<file path="src/hdl/aor_pkg.sv">
// How it works
// - Small tilt: XY keeps updating, Z horizontal.
// - Large tilt: Z up/down from Z sign.
// - Filtered Z upper bit is tilt flag.
// - Tilt set freezes filtered XY orientation.
// - Filtered fields change after consecutive valid readings.
// - Count code selects 16, 32, 64, 128.
// - New sample flag set per measurement.
// - Soft reset bit resets all but bus.
// - Soft reset held while transfer active.
// - Status 0x02: instant XY, Z, calibration flag, zeros.
// - Calibration flag sets once, cleared only by reset or soft reset.
// - X result split into 0x03, 0x04.
// - Y result split into 0x05, 0x06.
// - Z result split into 0x07, 0x08.
// - Temperature result at 0x09.
// - Write-only enable register at 0x0A.
// - Interrupt low: NOR of enabled sources.
package aor_pkg;

  // ----------------------------------------------------------------
  // Register offsets
  // ----------------------------------------------------------------
  localparam logic [7:0] ADDR_SRC0    = 8'h00;
  localparam logic [7:0] ADDR_SRC1    = 8'h01;
  localparam logic [7:0] ADDR_STATUS  = 8'h02;
  localparam logic [7:0] ADDR_X_HIGH  = 8'h03;
  localparam logic [7:0] ADDR_X_LOW   = 8'h04;
  localparam logic [7:0] ADDR_Y_HIGH  = 8'h05;
  localparam logic [7:0] ADDR_Y_LOW   = 8'h06;
  localparam logic [7:0] ADDR_Z_HIGH  = 8'h07;
  localparam logic [7:0] ADDR_Z_LOW   = 8'h08;
  localparam logic [7:0] ADDR_TEMP    = 8'h09;
  localparam logic [7:0] ADDR_IRQ_EN  = 8'h0a;

  // ----------------------------------------------------------------
  // Field positions
  // ----------------------------------------------------------------
  localparam int SOFT_RESET_BIT    = 4;
  localparam int NEW_SAMPLE_BIT    = 0;
  localparam int Z_CHANGE_BIT      = 7;
  localparam int XY_CHANGE_BIT     = 6;
  localparam int CALIB_LOADED_BIT  = 4;

  // ----------------------------------------------------------------
  // Reset values
  // ----------------------------------------------------------------
  localparam logic [7:0]  IRQ_EN_RESET  = 8'h00;
  localparam logic [11:0] ACCEL_RESET   = 12'h000;
  localparam logic [7:0]  TEMP_RESET    = 8'h00;
  localparam logic [1:0]  ORIENT_RESET  = 2'h0;

  // ----------------------------------------------------------------
  // Orientation encodings and timing
  // ----------------------------------------------------------------
  localparam logic [1:0] XY_POS_X = 2'h0;
  localparam logic [1:0] XY_POS_Y = 2'h1;
  localparam logic [1:0] XY_NEG_X = 2'h2;
  localparam logic [1:0] XY_NEG_Y = 2'h3;

  // The larger magnitude of X and Y must exceed this for a valid XY decision: 0.375 g at 1024 counts/g.
  localparam logic [11:0] XY_VALID_MIN = 12'h180;

  localparam logic [7:0] ORIENT_COUNT_00 = 8'h10;
  localparam logic [7:0] ORIENT_COUNT_01 = 8'h20;
  localparam logic [7:0] ORIENT_COUNT_10 = 8'h40;
  localparam logic [7:0] ORIENT_COUNT_11 = 8'h80;

endpackage

</file>
<file path="src/hdl/aor_readout.sv">
`timescale 1ns/1ps
module aor_readout (
  input  wire logic        sys_clk_i,
  input  wire logic        rst_i,
  // Register access from the serial interface engine.
  input  wire logic [7:0]  reg_addr_i,
  input  wire logic [7:0]  reg_wdata_i,
  input  wire logic        reg_wr_i,
  input  wire logic        reg_rd_i,
  input  wire logic        xfer_active_i,
  output logic      [7:0]  reg_rdata_o,
  // Measurement front end.
  input  wire logic        meas_done_i,
  input  wire logic [11:0] x_accel_i,
  input  wire logic [11:0] y_accel_i,
  input  wire logic [11:0] z_accel_i,
  input  wire logic [7:0]  temp_i,
  input  wire logic        calib_done_i,
  input  wire logic [1:0]  orient_debounce_count_i,
  input  wire logic [3:0]  shake_event_i,
  input  wire logic [7:0]  src0_clear_i,
  input  wire logic        new_sample_clear_i,
  // Status and interrupt pin.
  output logic      [1:0]  xy_orient_filtered_o,
  output logic      [1:0]  z_orient_filtered_o,
  output logic             new_sample_flag_o,
  output logic             soft_reset_active_o,
  output logic             irq_pin_o,
  output logic             irq_oe_n_o
);
  import aor_pkg::*;

  // ----------------------------------------------------------------
  // Soft reset
  // ----------------------------------------------------------------
  logic soft_rst_hold;
  logic core_rst;
  logic soft_rst_req;

  assign soft_rst_req = reg_wr_i && (reg_addr_i == ADDR_SRC1) &&
                        reg_wdata_i[SOFT_RESET_BIT];
  assign core_rst     = rst_i || soft_rst_hold;

  // The hold itself sits on the power-up reset only, like the bus engine.
  always_ff @(posedge sys_clk_i) begin
    if (rst_i) begin
      soft_rst_hold <= 1'b0;
    end else if (soft_rst_req) begin
      soft_rst_hold <= 1'b1;
    end else if (!xfer_active_i) begin
      soft_rst_hold <= 1'b0;
    end
  end

  // ----------------------------------------------------------------
  // Result capture
  // ----------------------------------------------------------------
  logic [11:0] x_accel_result;
  logic [11:0] y_accel_result;
  logic [11:0] z_accel_result;
  logic [7:0]  temperature_result;
  logic        sample_strobe;

  // One strobe loads every axis and temperature in the same edge.
  always_ff @(posedge sys_clk_i) begin
    if (core_rst) begin
      x_accel_result     <= ACCEL_RESET;
      y_accel_result     <= ACCEL_RESET;
      z_accel_result     <= ACCEL_RESET;
      temperature_result <= TEMP_RESET;
      sample_strobe      <= 1'b0;
    end else begin
      sample_strobe <= meas_done_i;
      if (meas_done_i) begin
        x_accel_result     <= x_accel_i;
        y_accel_result     <= y_accel_i;
        z_accel_result     <= z_accel_i;
        temperature_result <= temp_i;
      end
    end
  end

  // ----------------------------------------------------------------
  // Instantaneous orientation
  // ----------------------------------------------------------------
  logic [11:0] x_mag;
  logic [11:0] y_mag;
  logic        x_larger;
  logic        xy_tilted;
  logic [1:0]  xy_orient_instant;
  logic [1:0]  z_orient_instant;

  assign x_mag    = x_accel_result[11] ? 12'(-x_accel_result) : x_accel_result;
  assign y_mag    = y_accel_result[11] ? 12'(-y_accel_result) : y_accel_result;
  assign x_larger = x_mag >= y_mag;
  // The larger magnitude must pass the limit for a valid XY decision.
  assign xy_tilted = x_larger ? (x_mag <= XY_VALID_MIN) : (y_mag <= XY_VALID_MIN);
  assign xy_orient_instant = x_larger ? (x_accel_result[11] ? XY_NEG_X : XY_POS_X) :
                                        (y_accel_result[11] ? XY_NEG_Y : XY_POS_Y);
  // Horizontal Z reads tilt clear; large tilt reports up or down by sign.
  assign z_orient_instant = {xy_tilted, z_accel_result[11]};

  // ----------------------------------------------------------------
  // Filtered orientation
  // ----------------------------------------------------------------
  logic [1:0] xy_orient_filtered;
  logic [1:0] z_orient_filtered;
  logic       xy_change;
  logic       z_change;

  aor_orient_filter u_filter (
    .sys_clk_i               (sys_clk_i),
    .rst_i                   (core_rst),
    .sample_i                (sample_strobe),
    .orient_debounce_count_i (orient_debounce_count_i),
    .xy_instant_i            (xy_orient_instant),
    .z_instant_i             (z_orient_instant),
    .xy_filtered_o           (xy_orient_filtered),
    .z_filtered_o            (z_orient_filtered),
    .xy_change_o             (xy_change),
    .z_change_o              (z_change)
  );

  // ----------------------------------------------------------------
  // Flags and enables
  // ----------------------------------------------------------------
  logic       new_sample_flag;
  logic       calib_loaded_flag;
  logic [7:0] src0;
  logic [7:0] shake_orient_irq_enable;
  logic [7:0] src0_set;
  logic [7:0] next_src0;

  assign src0_set  = {z_change, xy_change, 2'b00, shake_event_i};
  // A set in the clearing cycle wins over the clear.
  assign next_src0 = (src0 & ~src0_clear_i) | src0_set;

  always_ff @(posedge sys_clk_i) begin
    if (core_rst) begin
      new_sample_flag         <= 1'b0;
      calib_loaded_flag       <= 1'b0;
      src0                    <= 8'h00;
      shake_orient_irq_enable <= IRQ_EN_RESET;
    end else begin
      src0 <= next_src0;
      if (sample_strobe) begin
        new_sample_flag <= 1'b1;
      end else if (new_sample_clear_i) begin
        new_sample_flag <= 1'b0;
      end
      if (calib_done_i) begin
        calib_loaded_flag <= 1'b1;
      end
      if (reg_wr_i && (reg_addr_i == ADDR_IRQ_EN)) begin
        shake_orient_irq_enable <= reg_wdata_i & 8'hcf;
      end
    end
  end

  // ----------------------------------------------------------------
  // Read data
  // ----------------------------------------------------------------
  logic [7:0] src1_value;
  logic [7:0] status_value;
  logic [7:0] read_value;
  logic       irq_any;

  assign src1_value   = {z_orient_filtered, xy_orient_filtered, 3'b000, new_sample_flag};
  assign status_value = {3'b000, calib_loaded_flag, z_orient_instant,
                         xy_orient_instant};

  assign read_value =
    (reg_addr_i == ADDR_SRC0)   ? src0 :
    (reg_addr_i == ADDR_SRC1)   ? src1_value :
    (reg_addr_i == ADDR_STATUS) ? status_value :
    (reg_addr_i == ADDR_X_HIGH) ? x_accel_result[11:4] :
    (reg_addr_i == ADDR_X_LOW)  ? {x_accel_result[3:0], 4'h0} :
    (reg_addr_i == ADDR_Y_HIGH) ? y_accel_result[11:4] :
    (reg_addr_i == ADDR_Y_LOW)  ? {y_accel_result[3:0], 4'h0} :
    (reg_addr_i == ADDR_Z_HIGH) ? z_accel_result[11:4] :
    (reg_addr_i == ADDR_Z_LOW)  ? {z_accel_result[3:0], 4'h0} :
    (reg_addr_i == ADDR_TEMP)   ? temperature_result :
                                  8'h00;

  assign irq_any = |(next_src0 & shake_orient_irq_enable);

  // ----------------------------------------------------------------
  // Output registers
  // ----------------------------------------------------------------
  always_ff @(posedge sys_clk_i) begin
    if (rst_i) begin
      reg_rdata_o <= 8'h00;
    end else if (reg_rd_i) begin
      reg_rdata_o <= read_value;
    end
  end

  always_ff @(posedge sys_clk_i) begin
    if (core_rst) begin
      xy_orient_filtered_o <= ORIENT_RESET;
      z_orient_filtered_o  <= ORIENT_RESET;
      new_sample_flag_o    <= 1'b0;
      irq_pin_o            <= 1'b0;
      irq_oe_n_o           <= 1'b1;
    end else begin
      xy_orient_filtered_o <= xy_orient_filtered;
      z_orient_filtered_o  <= z_orient_filtered;
      new_sample_flag_o    <= new_sample_flag;
      irq_pin_o            <= 1'b0;
      irq_oe_n_o           <= !irq_any;
    end
  end

  always_ff @(posedge sys_clk_i) begin
    if (rst_i) begin
      soft_reset_active_o <= 1'b0;
    end else begin
      soft_reset_active_o <= soft_rst_hold || soft_rst_req;
    end
  end
endmodule // aor_readout

</file>
<file path="src/hdl/aor_orient_filter.sv">
`timescale 1ns/1ps
module aor_orient_filter (
  input  wire logic       sys_clk_i,
  input  wire logic       rst_i,
  input  wire logic       sample_i,
  input  wire logic [1:0] orient_debounce_count_i,
  input  wire logic [1:0] xy_instant_i,
  input  wire logic [1:0] z_instant_i,
  output logic      [1:0] xy_filtered_o,
  output logic      [1:0] z_filtered_o,
  output logic            xy_change_o,
  output logic            z_change_o
);
  import aor_pkg::*;

  logic [1:0] cand_xy;
  logic [1:0] cand_z;
  logic [7:0] run_count;
  logic [7:0] need_count;
  logic [1:0] target_xy;
  logic       differs;
  logic       same_cand;
  logic       done;
  logic [7:0] next_run_count;

  assign need_count = (orient_debounce_count_i == 2'h0) ? ORIENT_COUNT_00 :
                      (orient_debounce_count_i == 2'h1) ? ORIENT_COUNT_01 :
                      (orient_debounce_count_i == 2'h2) ? ORIENT_COUNT_10 :
                                                          ORIENT_COUNT_11;
  // While tilted the XY part keeps its old value, so it cannot start a change.
  assign target_xy = z_instant_i[1] ? xy_filtered_o : xy_instant_i;
  assign differs   = {target_xy, z_instant_i} != {xy_filtered_o, z_filtered_o};
  assign same_cand = {target_xy, z_instant_i} == {cand_xy, cand_z};
  assign next_run_count = same_cand ? run_count + 8'h01 : 8'h01;
  assign done      = sample_i && differs && (next_run_count >= need_count);

  always_ff @(posedge sys_clk_i) begin
    if (rst_i) begin
      cand_xy       <= ORIENT_RESET;
      cand_z        <= ORIENT_RESET;
      run_count     <= 8'h00;
      xy_filtered_o <= ORIENT_RESET;
      z_filtered_o  <= ORIENT_RESET;
      xy_change_o   <= 1'b0;
      z_change_o    <= 1'b0;
    end else begin
      xy_change_o <= 1'b0;
      z_change_o  <= 1'b0;
      if (sample_i) begin
        cand_xy <= target_xy;
        cand_z  <= z_instant_i;
        if (!differs || done) begin
          run_count <= 8'h00;
        end else begin
          run_count <= next_run_count;
        end
        if (done) begin
          xy_filtered_o <= target_xy;
          z_filtered_o  <= z_instant_i;
          xy_change_o   <= target_xy != xy_filtered_o;
          z_change_o    <= z_instant_i != z_filtered_o;
        end
      end
    end
  end
endmodule // aor_orient_filter

</file>
<file path="config.mk">
export PLATFORM = sky130hd
export DESIGN_NAME = aor_readout
export DESIGN_NICKNAME = d
export VERILOG_FILES = /design/src/hdl/aor_pkg.sv /design/src/hdl/aor_readout.sv /design/src/hdl/aor_orient_filter.sv
export SDC_FILE = /design/constraint.sdc
export NUM_CORES = 1
export LEC_CHECK = 0
export ABC_AREA = 1
export BUFFER_PORTS_ARGS = -buffer_cell sky130_fd_sc_hd__buf_2
export CAP_MARGIN = 25
export CORE_MARGIN = 5
export CORE_UTILIZATION = 35
export DETAILED_ROUTE_END_ITERATION = 6
export PLACE_DENSITY = 0.51
export REMOVE_ABC_BUFFERS = 1
export SLEW_MARGIN = 15
export SYNTH_ARGS = -nofsm -noshare
export SYNTH_HDL_FRONTEND = slang
export SYNTH_SLANG_ARGS = --single-unit
</file>
<file path="constraint.sdc">
create_clock -name sys_clk_i -period 12.9 [get_ports sys_clk_i]
set_clock_uncertainty 0.15 [all_clocks]
set_input_delay 2.58 -clock sys_clk_i [delete_from_list [all_inputs] [get_ports sys_clk_i]]
set_output_delay 2.58 -clock sys_clk_i [all_outputs]
set_load 0.05 [all_outputs]
</file>
==> metrics.md <==
| Metric | Value |
|---|---|
| Asr flop ratio synth | `0%` |
| Synth Cell Area | `~5300 um2` |
| # diodes | `0` |
| Critical path data required time | `around 13000 ps` |
| Fillers | `1566` |
| Seq cells post-synth | `between 90 and 100` |
| Total die area | `17570 um2` |
| H-tree depth | `3` |
| Tcrit/Tclk final | `38.29%` |
| 1st-pass router iterations | `4` |
| Number of buffers added on ports | `95` |
| Core Box Area | `14640 um2` |
| Max_cap viols | `0` |
| Worst hold path class | `reg2reg` |
| Seq pwr share | `40.2%` |
| PD cells | `128.1 nW/um2` |
| Crit path kind | `reg2reg` |
| Mux cell area share after synthesis | `0%` |
| CP max stage delay | `690 ps` |
| Min-delay src | `src0[4]$_SDFF_PP0_` |
| Vias in the first global route | `~5000` |
| R2R setup slack | `around 8000 ps` |
| Chip height | `132.5 um` |
| Total grt overflow | `0` |
| CP max stage cell | `a221oi_2` |
| WP data arrival | `5040 ps` |
| Post-synthesis cell count | `751` |
| Crit path buffers/inverters | `3` |
| Peak supply drop | `0.07087 mV` |
| Fmax | `202.4 MHz` |
| Placed Area | `5889 um2` |
| Maximum fanout along the worst path | `14` |
| Net Switching | `roughly 250 uW` |
| Reg2reg start | `y_accel_result[11]$_SDFFE_PP0P_` |
| DP HPWL | `11600 um` |
| Slew margin rel. | `46.54%` |
| Int Pwr | `between 500 and 600 uW` |
| Final hold slack | `289.0 ps` |
| Resize count post-CTS | `0` |
| Unrepaired setup endpoints after global routing | `no` |
| Number of buffers added by the clock tree synthesis step | `9` |
| Xor/xnor cell area share of the yosys netlist | `2.809%` |
| CTS clk-pin slew, worst paths | `70 ps` |
| Clock Path Buffers | `2` |
| Clock power frac | `37.6%` |
| First-pass GRT wire length | `24530 um` |
| Hold path endpoint | `src0[4]$_SDFF_PP0_` |
| Num ports | `between 90 and 100` |
| Hold Crit Depth | `2` |
| Final wirelength | `14890 um` |
| Yosys warns | `0` |
| Gpl congestion | `0.8486` |
| Worst r2r dst | `u_filter.xy_filtered_o[0]$_SDFFE_PP0P_` |
| CTS tree | `yes` |
| Leakage power | `0.002801 uW` |
| Fin Setup TNS | `0 ps` |
| Largest net degree at the start of global routing | `70` |
| Number of library cell types mapped by synthesis | `47` |
| Sequential element share of the synthesized area | `36.18%` |
| Combinational fraction of design power | `22.2%` |
| Post-CTS setup buffers | `0` |
| DR vias/cell | `4.923` |
| Root buf cell | `clkbuf_16` |
| # DRC | `0` |
| Main combinational cell family by area after synthesis | `simple AND/OR/NAND/NOR gates` |
| Hold Fails Final Rpt | `0` |
| Detailed router's first-iteration violation count | `between 300 and 400` |
| Clk_lat worst skew | `about 350 ps` |
| Share of cells above drive strength 1 | `around a fifth` |
| Fin crit period | `4940 ps` |
| Worst reg-to-reg path cell count | `32` |
| Fin area | `6228 um2` |
| Clock sinks | `95` |
| DR WL/cell | `14.51 um` |
| Via count | `5051` |
| Simple-gate share of the synthesized area | `between 20 and 30%` |
| Syn Area/Cell | `6.999 um2` |
| Delay-heaviest family, CP | `simple AND/OR/NAND/NOR gates` |
| Post-synth EDFFs | `0` |
| Slew @ Worst Pin | `801.9 ps` |
| Number of nets with antenna violations after routing | `0` |
| Nets@finish | `937` |
| Primary FF master, synth | `dfxtp_1` |
| Initial antenna violation count | `1` |
| Net Sw Frac | `30.95%` |
| Hold_buf cts | `0` |
| Crit path top cell by count | `nand2_1` |
| Status | `finished, final reports clean` |
| Startpoint types | `flop` |
| CP Capture Type | `flop` |
| Initial Utilization | `35.89%` |
| Final Max Slew Viols | `0` |
| Rows | `44` |
| Die Width | `about 130 um` |
| Area growth from synthesis to layout | `18.50%` |
| Gr usage total | `17.25%` |
| Synth Area in Adders | `approximately 4.3%` |
| Synth Area in Compound Gates | `18.71%` |
| Final setup vio count | `0` |
cell usage after synthesis (all sizes together) (4+ instances only):
| cell | n | area, um2 |
|---|---|---|
| a21oi | 78 | 405.4 |
| a221oi | 9 | 85.08 |
| buf | 5 | 33.78 |
| clkbuf | 19 | 71.32 |
| clkinv | 4 | 15.01 |
| dfxtp | 95 | 1902 |
| ha | 18 | 225.2 |
| inv | 105 | 394.1 |
| nand2 | 172 | 736.9 |
| nand3 | 38 | 240.2 |
| nand4 | 14 | 87.58 |
| nor2 | 80 | 332.8 |
| nor3 | 11 | 55.05 |
| o2111ai | 4 | 35.03 |
| o211ai | 6 | 50.05 |
| o21ai | 56 | 280.3 |
| o221ai | 5 | 43.79 |
| xor2 | 13 | 121.4 |
worst min-delay path: cells and delay by family, from the launching register on:
family	cells	cell delay, ps
DFF	1	300
buffers and inverters	1	50
and+or+nand+nor	1	50
cell usage in the layout (no fill, tap or decap), types with 14 or more instances in the layout:
| cell type | count |
|---|---|
| o21ai_0 | 50 |
| nor2_1 | 70 |
| dfxtp_1 | 95 |
| nand3_1 | 31 |
| ha_1 | 18 |
| nand2_1 | 153 |
| a21oi_1 | 76 |
| inv_1 | 95 |
| nand4_1 | 14 |
| buf_2 | 95 |
logic make-up after synthesis:
kind of cell | Yosys count
AO/OA/AOI/OAI | 169
XOR/XNOR | 16
adder cells (fa/ha/maj) | 18
buffers and inverters | 133
flip-flops | 95
other | 1
AND/OR/NAND/NOR | 319
flip-flops by register name, summed over array words and instances, names as in the netlist, 2 cells and up:
register / count
u_filter.run_count: 8
x_accel_result: 12
y_accel_result: 12
xy_orient_filtered_o: 2
u_filter.cand_z: 2
u_filter.xy_filtered_o: 2
u_filter.cand_xy: 2
reg_rdata_o: 8
u_filter.z_filtered_o: 2
z_accel_result: 12
src0: 8
temperature_result: 8
z_orient_filtered_o: 2
shake_orient_irq_enable: 6
metal layers:
metal	share of wire (%)	global-route usage, %
met1	46	21.74
met3	3.3	4.290
met5	0.087	0
met2	49	29.07
met4	2.1	5.370
through the flow:
stage / util (%) / power [uW] / cells / setup slack [ps]
5_1_grt: 42.53 / 847.6 / 1026 / 7486
3_5_place_dp: 40.22 / 505.0 / 1010 / 7821
3_3_place_gp: 40.22 / 502.6 / 1010 / 7875
2_1_floorplan: - / 454.5 / 727 / 7538
6_report: 42.53 / 797.8 / 1026 / 7960
4_1_cts: 42.53 / 810.8 / 1026 / 7955
power groups by stage:
stage	Sequential, uW	Combinational (uW)	Clock (uW)
final	321	177	300
after global routing	322	201	324
after CTS	320	179	311
after detailed placement	327	178	0
after floorplan	327	127	0
after global placement	327	176	0
how the worst max path moves through the flow:
stage / from / to / slack (ps) / depth (start not counted)
2_1_floorplan: rst_i / u_filter.xy_filtered_o[0]$_SDFFE_PP0P_ / 7540 / 7
3_3_place_gp: reg_addr_i[7] / reg_rdata_o[4]$_SDFFE_PP0P_ / 7870 / 15
3_5_place_dp: reg_addr_i[7] / reg_rdata_o[4]$_SDFFE_PP0P_ / 7820 / 15
4_1_cts: x_accel_result[11]$_SDFFE_PP0P_ / u_filter.xy_filtered_o[0]$_SDFFE_PP0P_ / 7950 / 27
5_1_grt: y_accel_result[11]$_SDFFE_PP0P_ / u_filter.xy_filtered_o[0]$_SDFFE_PP0P_ / 7490 / 31
6_report: y_accel_result[11]$_SDFFE_PP0P_ / u_filter.xy_filtered_o[0]$_SDFFE_PP0P_ / 7960 / 32
final cells by class:
cell class                 count  area (um2)  share of cell area (%)
multi-input combinational    523        2843                   45.64
sequential                    95        1902                   30.53
timing repair buffer          99       505.5                   8.116
inverter                     109       409.1                   6.569
clock buffer                  11       252.7                   4.058
tap                          184       230.2                   3.696
clock inverter                 5       86.33                   1.386
Note: power is estimated with default switching activity, not from simulation.
